===== config.mk =====
export PLATFORM = sky130hd
export DESIGN_NAME = srsw_top
export DESIGN_NICKNAME = d
export VERILOG_FILES = /design/src/pkg/srsw_pkg.sv /design/src/rtl/srsw_top.sv
export SDC_FILE = /design/constraint.sdc
export NUM_CORES = 1
export LEC_CHECK = 0
export BUFFER_PORTS_ARGS = -buffer_cell sky130_fd_sc_hd__buf_2
export CELL_PAD_IN_SITES_DETAIL_PLACEMENT = 1
export CELL_PAD_IN_SITES_GLOBAL_PLACEMENT = 1
export CORE_ASPECT_RATIO = 0.6
export CORE_MARGIN = 1.5
export CORE_UTILIZATION = 44
export DETAILED_ROUTE_END_ITERATION = 6
export GPL_TIMING_DRIVEN = 1
export PLACE_DENSITY = 0.92
export SETUP_SLACK_MARGIN = 0.4
export SLEW_MARGIN = 20
export SYNTH_ARGS = -nofsm -noshare
export SYNTH_HDL_FRONTEND = slang
export SYNTH_SLANG_ARGS = --single-unit
export TNS_END_PERCENT = 100

===== constraint.sdc =====
create_clock -name clk_i -period 4.3 [get_ports clk_i]
set_clock_uncertainty 0.1 [all_clocks]
set_input_delay 0.86 -clock clk_i [delete_from_list [all_inputs] [get_ports clk_i]]
set_output_delay 0.86 -clock clk_i [all_outputs]
set_load 0.005 [all_outputs]

===== src/pkg/srsw_pkg.sv =====
package srsw_pkg;

  // Time base
  localparam int CLK_PERIOD_NS = 20;
  localparam int TICK_PERIOD_NS = 1000000;
  localparam int TICK_CYCLES = TICK_PERIOD_NS / CLK_PERIOD_NS;

  // Watchdog setting in milliseconds
  localparam int WDT_MS_W = 11;
  localparam logic [WDT_MS_W-1:0] WDT_MS_MIN = 11'h00A;
  localparam logic [WDT_MS_W-1:0] WDT_MS_MAX = 11'h7D0;
  localparam logic [WDT_MS_W-1:0] WDT_MS_RST = 11'h0C8;
  localparam logic [WDT_MS_W-1:0] LED_FLASH_MS = 11'h0FA;

  // Input points, first to last
  localparam int NUM_POINTS = 32;
  localparam int SEL_W = 5;

  // Avalon byte offsets
  localparam int ADDR_W = 5;
  localparam logic [ADDR_W-1:0] REG_CTRL = 5'h00;
  localparam logic [ADDR_W-1:0] REG_WDT = 5'h04;
  localparam logic [ADDR_W-1:0] REG_STATUS = 5'h08;
  localparam logic [ADDR_W-1:0] REG_ERRCODE = 5'h0C;
  localparam logic [ADDR_W-1:0] REG_INPUTS = 5'h10;

  // Control register fields
  localparam int CTRL_TOOL_STOP = 0;
  localparam int CTRL_ERR_CLR = 1;
  localparam int CTRL_CONTACT_EN = 2;
  localparam int CTRL_SEL_LSB = 8;
  localparam logic CTRL_TOOL_STOP_RST = 1'b0;
  localparam logic CTRL_CONTACT_EN_RST = 1'b0;
  localparam logic [SEL_W-1:0] CTRL_SEL_RST = 5'h00;

  // Status register fields
  localparam int STAT_STATE_LSB = 0;
  localparam int STAT_ERR = 2;
  localparam int STAT_LED = 3;
  localparam int STAT_FLAGS_LSB = 4;
  localparam int STAT_RUN_EN = 8;

  // Self-check error code for a watchdog timeout (arbitrary value)
  localparam logic [15:0] ERR_CODE_WDT = 16'h0016;
  localparam logic [15:0] ERR_CODE_RST = 16'h0000;

  typedef enum logic [1:0] {
    ST_STOP = 2'b00,
    ST_RUN = 2'b01,
    ST_STOPPING = 2'b11,
    ST_ERROR = 2'b10
  } srsw_state_t;

  typedef struct packed {
    logic run_after_first_scan_flag;
    logic initial_scan_pulse_flag;
    logic always_off_flag;
    logic always_on_flag;
  } srsw_flags_t;

  localparam srsw_flags_t FLAGS_RST = 4'h1;

endpackage : srsw_pkg


===== src/rtl/srsw_top.sv =====
`timescale 1ns/1ps
module srsw_top
  import srsw_pkg::*;
#(
  parameter int TICK_CYC = TICK_CYCLES,
  parameter int OUT_W = 16
) (
  input wire logic clk_i,
  input wire logic sys_rst_i,
  input wire logic [ADDR_W-1:0] avs_address_i,
  input wire logic avs_read_i,
  input wire logic avs_write_i,
  input wire logic [31:0] avs_writedata_i,
  input wire logic [3:0] avs_byteenable_i,
  output logic [31:0] avs_readdata_o,
  output logic avs_waitrequest_o,
  input wire logic master_run_enable_i,
  input wire logic [NUM_POINTS-1:0] input_points_i,
  input wire logic scan_end_i,
  input wire logic [OUT_W-1:0] out_points_i,
  output logic [OUT_W-1:0] out_points_o,
  output logic scan_start_o,
  output logic scan_active_o,
  output srsw_flags_t special_flags_o,
  output logic self_check_error_flag_o,
  output logic [15:0] self_check_error_code_o,
  output logic run_led_o
);

  localparam int TICK_W = (TICK_CYC > 1) ? $clog2(TICK_CYC) : 1;

  // Pin synchronisers
  logic run_en_s1;
  logic run_en_s2;
  logic [NUM_POINTS-1:0] pts_s1;
  logic [NUM_POINTS-1:0] pts_s2;

  // Control registers
  logic tool_stop;
  logic contact_en;
  logic [SEL_W-1:0] contact_sel;
  logic [WDT_MS_W-1:0] wdt_ms;

  // Engine
  srsw_state_t state;
  srsw_state_t next_state;
  logic next_scan_start;
  logic [TICK_W-1:0] tick_cnt;
  logic tick;
  logic [WDT_MS_W-1:0] ms_cnt;
  logic [WDT_MS_W-1:0] flash_cnt;
  logic led_phase;

  // Bus decode
  logic req;
  logic wr_go;
  logic rd_take;
  logic err_clr;
  logic [31:0] rd_mux;
  logic [15:0] wdt_wr;
  logic [WDT_MS_W-1:0] wdt_new;

  // Derived requests
  logic contact_stop;
  logic remote_stop;
  logic go_run;
  logic scanning;
  logic wdt_expire;

  always_ff @(posedge clk_i) begin
    if (sys_rst_i) begin
      run_en_s1 <= 1'b0;
      run_en_s2 <= 1'b0;
      pts_s1 <= '0;
      pts_s2 <= '0;
    end else begin
      run_en_s1 <= master_run_enable_i;
      run_en_s2 <= run_en_s1;
      pts_s1 <= input_points_i;
      pts_s2 <= pts_s1;
    end
  end

  // Contact on asks for stop, off asks for run
  assign contact_stop = contact_en & pts_s2[contact_sel];
  assign remote_stop = contact_stop | tool_stop;
  // Remote sources only matter with master enable high
  assign go_run = run_en_s2 & ~remote_stop;
  assign scanning = (state == ST_RUN) || (state == ST_STOPPING);

  // Free running millisecond base, realigned at each scan start
  assign tick = (tick_cnt == TICK_W'(TICK_CYC - 1));

  always_ff @(posedge clk_i) begin
    if (sys_rst_i) begin
      tick_cnt <= '0;
    end else if (scan_start_o || tick) begin
      tick_cnt <= '0;
    end else begin
      tick_cnt <= tick_cnt + 1'b1;
    end
  end

  // A missed end within the setting is a timeout
  assign wdt_expire = scanning && !scan_end_i && (ms_cnt >= wdt_ms);

  always_ff @(posedge clk_i) begin
    if (sys_rst_i) begin
      ms_cnt <= '0;
    end else if (scan_start_o) begin
      ms_cnt <= '0;
    end else if (scanning && tick && ms_cnt != WDT_MS_MAX) begin
      ms_cnt <= ms_cnt + 1'b1;
    end
  end

  always_comb begin
    next_state = state;
    next_scan_start = 1'b0;
    case (state)
      ST_STOP: begin
        if (go_run) begin
          next_state = ST_RUN;
          next_scan_start = 1'b1;
        end
      end
      ST_RUN: begin
        if (!run_en_s2) begin
          next_state = ST_STOP;
        end else if (wdt_expire) begin
          next_state = ST_ERROR;
        end else if (remote_stop) begin
          next_state = scan_end_i ? ST_STOP : ST_STOPPING;
        end else if (scan_end_i) begin
          next_scan_start = 1'b1;
        end
      end
      ST_STOPPING: begin
        if (!run_en_s2) begin
          next_state = ST_STOP;
        end else if (wdt_expire) begin
          next_state = ST_ERROR;
        end else if (scan_end_i) begin
          next_state = ST_STOP;
        end
      end
      ST_ERROR: begin
        // Held until software acknowledges the error
        if (err_clr) begin
          next_state = ST_STOP;
        end
      end
      default: begin
        next_state = ST_STOP;
      end
    endcase
  end

  always_ff @(posedge clk_i) begin
    if (sys_rst_i) begin
      state <= ST_STOP;
      scan_start_o <= 1'b0;
      scan_active_o <= 1'b0;
    end else begin
      state <= next_state;
      scan_start_o <= next_scan_start;
      scan_active_o <= (next_state == ST_RUN) || (next_state == ST_STOPPING);
    end
  end

  // Outputs gated on the edge that leaves run, so a timeout blanks them at once
  always_ff @(posedge clk_i) begin
    if (sys_rst_i) begin
      out_points_o <= '0;
    end else if ((next_state == ST_RUN) || (next_state == ST_STOPPING)) begin
      out_points_o <= out_points_i;
    end else begin
      out_points_o <= '0;
    end
  end

  always_ff @(posedge clk_i) begin
    if (sys_rst_i) begin
      special_flags_o <= FLAGS_RST;
    end else begin
      special_flags_o.always_on_flag <= 1'b1;
      special_flags_o.always_off_flag <= 1'b0;
      if (next_state == ST_STOP) begin
        special_flags_o.initial_scan_pulse_flag <= 1'b0;
        special_flags_o.run_after_first_scan_flag <= 1'b0;
      end else if (state == ST_STOP && next_scan_start) begin
        special_flags_o.initial_scan_pulse_flag <= 1'b1;
      end else if (state == ST_RUN && next_state == ST_RUN && scan_end_i) begin
        special_flags_o.initial_scan_pulse_flag <= 1'b0;
        special_flags_o.run_after_first_scan_flag <= 1'b1;
      end
    end
  end

  // Error flag: a timeout in the clearing cycle keeps it set
  always_ff @(posedge clk_i) begin
    if (sys_rst_i) begin
      self_check_error_flag_o <= 1'b0;
      self_check_error_code_o <= ERR_CODE_RST;
    end else if (wdt_expire && next_state == ST_ERROR) begin
      self_check_error_flag_o <= 1'b1;
      self_check_error_code_o <= ERR_CODE_WDT;
    end else if (err_clr && state == ST_ERROR) begin
      self_check_error_flag_o <= 1'b0;
    end
  end

  // Indicator: steady in run, flashing after a timeout, dark in stop
  always_ff @(posedge clk_i) begin
    if (sys_rst_i) begin
      flash_cnt <= '0;
      led_phase <= 1'b0;
    end else if (state != ST_ERROR) begin
      flash_cnt <= '0;
      led_phase <= 1'b0;
    end else if (tick) begin
      if (flash_cnt == LED_FLASH_MS - 1'b1) begin
        flash_cnt <= '0;
        led_phase <= ~led_phase;
      end else begin
        flash_cnt <= flash_cnt + 1'b1;
      end
    end
  end

  always_ff @(posedge clk_i) begin
    if (sys_rst_i) begin
      run_led_o <= 1'b0;
    end else begin
      case (next_state)
        ST_RUN: run_led_o <= 1'b1;
        ST_STOPPING: run_led_o <= 1'b1;
        ST_ERROR: run_led_o <= led_phase;
        default: run_led_o <= 1'b0;
      endcase
    end
  end

  // Avalon slave: one wait cycle, then the access completes
  assign req = avs_read_i | avs_write_i;
  assign wr_go = avs_write_i & ~avs_waitrequest_o;
  assign rd_take = avs_read_i & avs_waitrequest_o;
  assign err_clr = wr_go && (avs_address_i == REG_CTRL) && avs_byteenable_i[0]
    && avs_writedata_i[CTRL_ERR_CLR];

  always_ff @(posedge clk_i) begin
    if (sys_rst_i) begin
      avs_waitrequest_o <= 1'b1;
    end else begin
      avs_waitrequest_o <= ~(req & avs_waitrequest_o);
    end
  end

  always_ff @(posedge clk_i) begin
    if (sys_rst_i) begin
      tool_stop <= CTRL_TOOL_STOP_RST;
      contact_en <= CTRL_CONTACT_EN_RST;
      contact_sel <= CTRL_SEL_RST;
    end else if (wr_go && avs_address_i == REG_CTRL) begin
      if (avs_byteenable_i[0]) begin
        tool_stop <= avs_writedata_i[CTRL_TOOL_STOP];
        contact_en <= avs_writedata_i[CTRL_CONTACT_EN];
      end
      if (avs_byteenable_i[1]) begin
        contact_sel <= avs_writedata_i[CTRL_SEL_LSB +: SEL_W];
      end
    end
  end

  // Out-of-range settings are pulled to the nearest legal limit
  assign wdt_wr = {avs_byteenable_i[1] ? avs_writedata_i[15:8] : 8'(16'(wdt_ms) >> 8),
                   avs_byteenable_i[0] ? avs_writedata_i[7:0] : wdt_ms[7:0]};
  assign wdt_new = (wdt_wr < 16'(WDT_MS_MIN)) ? WDT_MS_MIN :
                   (wdt_wr > 16'(WDT_MS_MAX)) ? WDT_MS_MAX : wdt_wr[WDT_MS_W-1:0];

  always_ff @(posedge clk_i) begin
    if (sys_rst_i) begin
      wdt_ms <= WDT_MS_RST;
    end else if (wr_go && avs_address_i == REG_WDT && avs_byteenable_i[1:0] != 2'h0) begin
      wdt_ms <= wdt_new;
    end
  end

  always_comb begin
    rd_mux = 32'h00000000;
    case (avs_address_i)
      REG_CTRL: begin
        rd_mux[CTRL_TOOL_STOP] = tool_stop;
        rd_mux[CTRL_CONTACT_EN] = contact_en;
        rd_mux[CTRL_SEL_LSB +: SEL_W] = contact_sel;
      end
      REG_WDT: rd_mux[WDT_MS_W-1:0] = wdt_ms;
      REG_STATUS: begin
        rd_mux[STAT_STATE_LSB +: 2] = state;
        rd_mux[STAT_ERR] = self_check_error_flag_o;
        rd_mux[STAT_LED] = run_led_o;
        rd_mux[STAT_FLAGS_LSB +: 4] = special_flags_o;
        rd_mux[STAT_RUN_EN] = run_en_s2;
      end
      REG_ERRCODE: rd_mux[15:0] = self_check_error_code_o;
      REG_INPUTS: rd_mux[NUM_POINTS-1:0] = pts_s2;
      default: rd_mux = 32'h00000000;
    endcase
  end

  always_ff @(posedge clk_i) begin
    if (sys_rst_i) begin
      avs_readdata_o <= 32'h00000000;
    end else if (rd_take) begin
      avs_readdata_o <= rd_mux;
    end
  end

endmodule : srsw_top


==> out/metrics.yaml <==
dp_hpwl_mm: 14.7
portBuffers: 134
grt_max_degree: 63
wl_per_cell_microns: 19.4
dieArea_sq_mm: 0.0173
hold_path.class: "flop to flop"
cap_violations: 0
ctsHoldBuffers: 0
yosysUniqueCellTypes: 60
first_pass_iters: 7
tns_ns: 0
rsz0062_at_grt: "false"
clockBufferDepth: 2
sequentialPowerShare: 0.507
gp_congestion: 0.853
synth.avg_cell_area_sq_um: 9.44
worstMarginPinSlew_ns: 1.03
setup_violations: 0
final_nets: 996
finalCritPeriodShare: 0.794
total_power_mw: 3.42
r2r_slack_ns: 0.89
switching_share: 0.254
cts_tree: "done"
hold_viol: 0
timing.rr.start: "contact_sel[0]"
dpl.cell_count: 1075
grt_pass1_vias: 6054
synth_top_flop_cell: "dfxtp_1"
rows: 36
outcome: "finished, final reports clean"
criticalPathCategory: "flop to flop"
ys_ff_latch: 181
route.detailed.drc: 0
root_buffer: "clkbuf_16"
overflow: 0
grt_pass1_wl_mm: 33.3
fin_area_sq_mm: 0.00857
synth_edf_count: 0
crit_path_start_kind: "flop"
worstHoldStart: "pts_s1[20]"
post_cts_resize_count: 0
p_sw_mw: 0.871
cellPowerDensity_mw_per_mm2: 400
final_core_util: 0.528
h-tree-depth: 4
ios: 168
first_iter_violations: 496
die_w_microns: 169
synthArstFlopShare: 0
syn_area_sq_mm: 0.00727
die_h_microns: 103
clkSlewWorstSetupHoldPaths_ns: 0.08
ir_drop_uv: 244
synth_cells: 771
dpl_cell_area_sq_mm: 0.00800
power_frac_comb: 0.052
instances_no_fill: 1108
viasPerCell: 5.49
ant_nets: 0
finalMaxSlewViolations: 0
pwr-share-clk: 0.440
routed_wl_mm: 21.5
core_sq_mm: 0.0162
clkSinkCount: 181
start_util: 0.449
max_freq_mhz: 293
cp_data_arrival_time_ns: 3.69
track_usage: 0.254
postCtsSetupRepairBufs: 0
clk_latency_ns: 0.43
drive_gt1_frac: 0.212
path_max_fanout: 18
startpoint: "contact_sel[0]"
cts_buffers: 17
synth-seq-area-share: 0.498
finalCriticalPeriod_ns: 3.41
required_ns: 4.58
antenna_found_initial: 0
num_vias: 6084
intPower_mw: 2.55
ys_warn_count: 0
p_leak_nw: 3.50
slew_headroom: 0.306
endpoint_kind: "flop"
syn_to_final_growth_pct: 17.8
-- synthesized netlist by cell type, drive strengths merged (4+ instances only) --
cell | number | area, sq um
a31oi | 6 | 43.8
mux2i | 13 | 130
clkbuf | 32 | 120
dfxtp | 181 | 3620
a222oi | 5 | 50.1
a21o | 5 | 37.5
nor2 | 75 | 282
nand4 | 16 | 100
mux2 | 5 | 56.3
o21ai | 11 | 55.1
a21oi | 43 | 219
a22oi | 6 | 50.1
nand3 | 35 | 175
nor3 | 20 | 100
ha | 16 | 200
and2 | 21 | 131
buf | 24 | 170
mux4 | 7 | 158
a211oi | 7 | 52.6
nor4 | 5 | 46.3
and3 | 4 | 25.0
nand3b | 4 | 30.0
inv | 25 | 93.8
xnor2 | 12 | 105
nor2b | 69 | 432
nand2 | 55 | 206
xor2 | 23 | 201
-- layer usage --
metal	up-vias	wire, microns	global-route usage
met5	-	0	0
met4	0	462	0.0953
met3	42	2220	0.0821
met2	284	9500	0.402
met1	2924	9330	0.329
li1	2834	-	-
-- sequential cells by signal, indices dropped and copies added, names as in the netlist, 2 cells and up --
name and cells:
avs_readdata_o 32, ms_cnt 11, special_flags_o 2, contact_sel 5, out_points_o 16, flash_cnt 11
wdt_ms 11, pts_s2 32, tick_cnt 16, state 2, pts_s1 32
-- power by group through the flow --
| stage | clock network [mW] | logic [mW] | registers, mW |
|---|---|---|---|
| finish | 1.51 | 0.180 | 1.74 |
| global placement | 0 | 0.166 | 1.77 |
| detailed placement | 0 | 0.173 | 1.77 |
| global route | 1.61 | 0.197 | 1.74 |
| floorplan | 0 | 0.108 | 1.77 |
| CTS | 1.52 | 0.178 | 1.74 |
-- critical path, cell delays in order, from the launching register on --
cell and delay [ns]:
dfxtp_1 0.77, mux4_2 0.60, mux2i_1 0.18, nand3b_1 0.18, a31oi_2 0.31, a21oi_2 0.13
a2111oi_4 0.83, and2_1 0.24
-- layout by cell type, fill, tap and decap left out, types with 4 or more instances in the layout --
master	instances
nand4_1	16
conb_1	15
nor2b_1	69
o21ai_0	11
a22oi_1	5
a222oi_1	5
and2_1	21
nand2_1	55
nor2_1	75
nor3_1	20
mux4_2	7
inv_1	25
mux2_2	5
xor2_1	23
nand3_1	35
a21o_1	5
a211oi_1	7
inv_6	4
and3_1	4
nand3b_1	4
nor4_1	4
mux2i_1	13
buf_4	5
a21oi_1	42
xnor2_1	12
dfxtp_1	181
a31oi_1	5
clkbuf_16	17
buf_2	133
ha_1	16
-- area by class of cell --
class	count	area [sq um]
Clock inverter	15	140
Inverter	25	93.8
Tap cell	209	262
Fill cell	1902	7650
Timing Repair Buffer	138	703
Antenna cell	1	2.50
Clock buffer	17	425
Sequential cell	181	3620
Multi-Input combinational cell	522	3320
-- metrics by stage --
| stage | hold WS, ns | setup WS, ns |
|---|---|---|
| floorplan | 0.314 | 1.53 |
| global placement | 0.319 | 1.08 |
| detailed placement | 0.326 | 1.00 |
| CTS | 0.347 | 0.895 |
| global route | 0.362 | 0.546 |
| finish | 0.344 | 0.887 |
-- cell families (layout without fill, tap and decap cells) --
kind of cell / Yosys count / in the layout / synth area share
multiplexers: 25 / 25 / 0.0473
flip-flops: 181 / 181 / 0.498
XOR/XNOR: 35 / 35 / 0.0421
other: 2 / 16 / 0.00103
AO/OA/AOI/OAI: 108 / 108 / 0.101
buffers and inverters: 81 / 195 / 0.0528
AND/OR/NAND/NOR: 323 / 323 / 0.230
adder cells (fa/ha/maj): 16 / 16 / 0.0275
-- path summary, 6_finish.rpt --
kind | end | cells past startpoint
worst max register to register | out_points_o[14] | 7
worst min-delay path | pts_s2[20] | 1
worst max-delay path | out_points_o[14] | 7
worst min register to register | pts_s2[20] | 1
(Power assumes the default switching activity.)
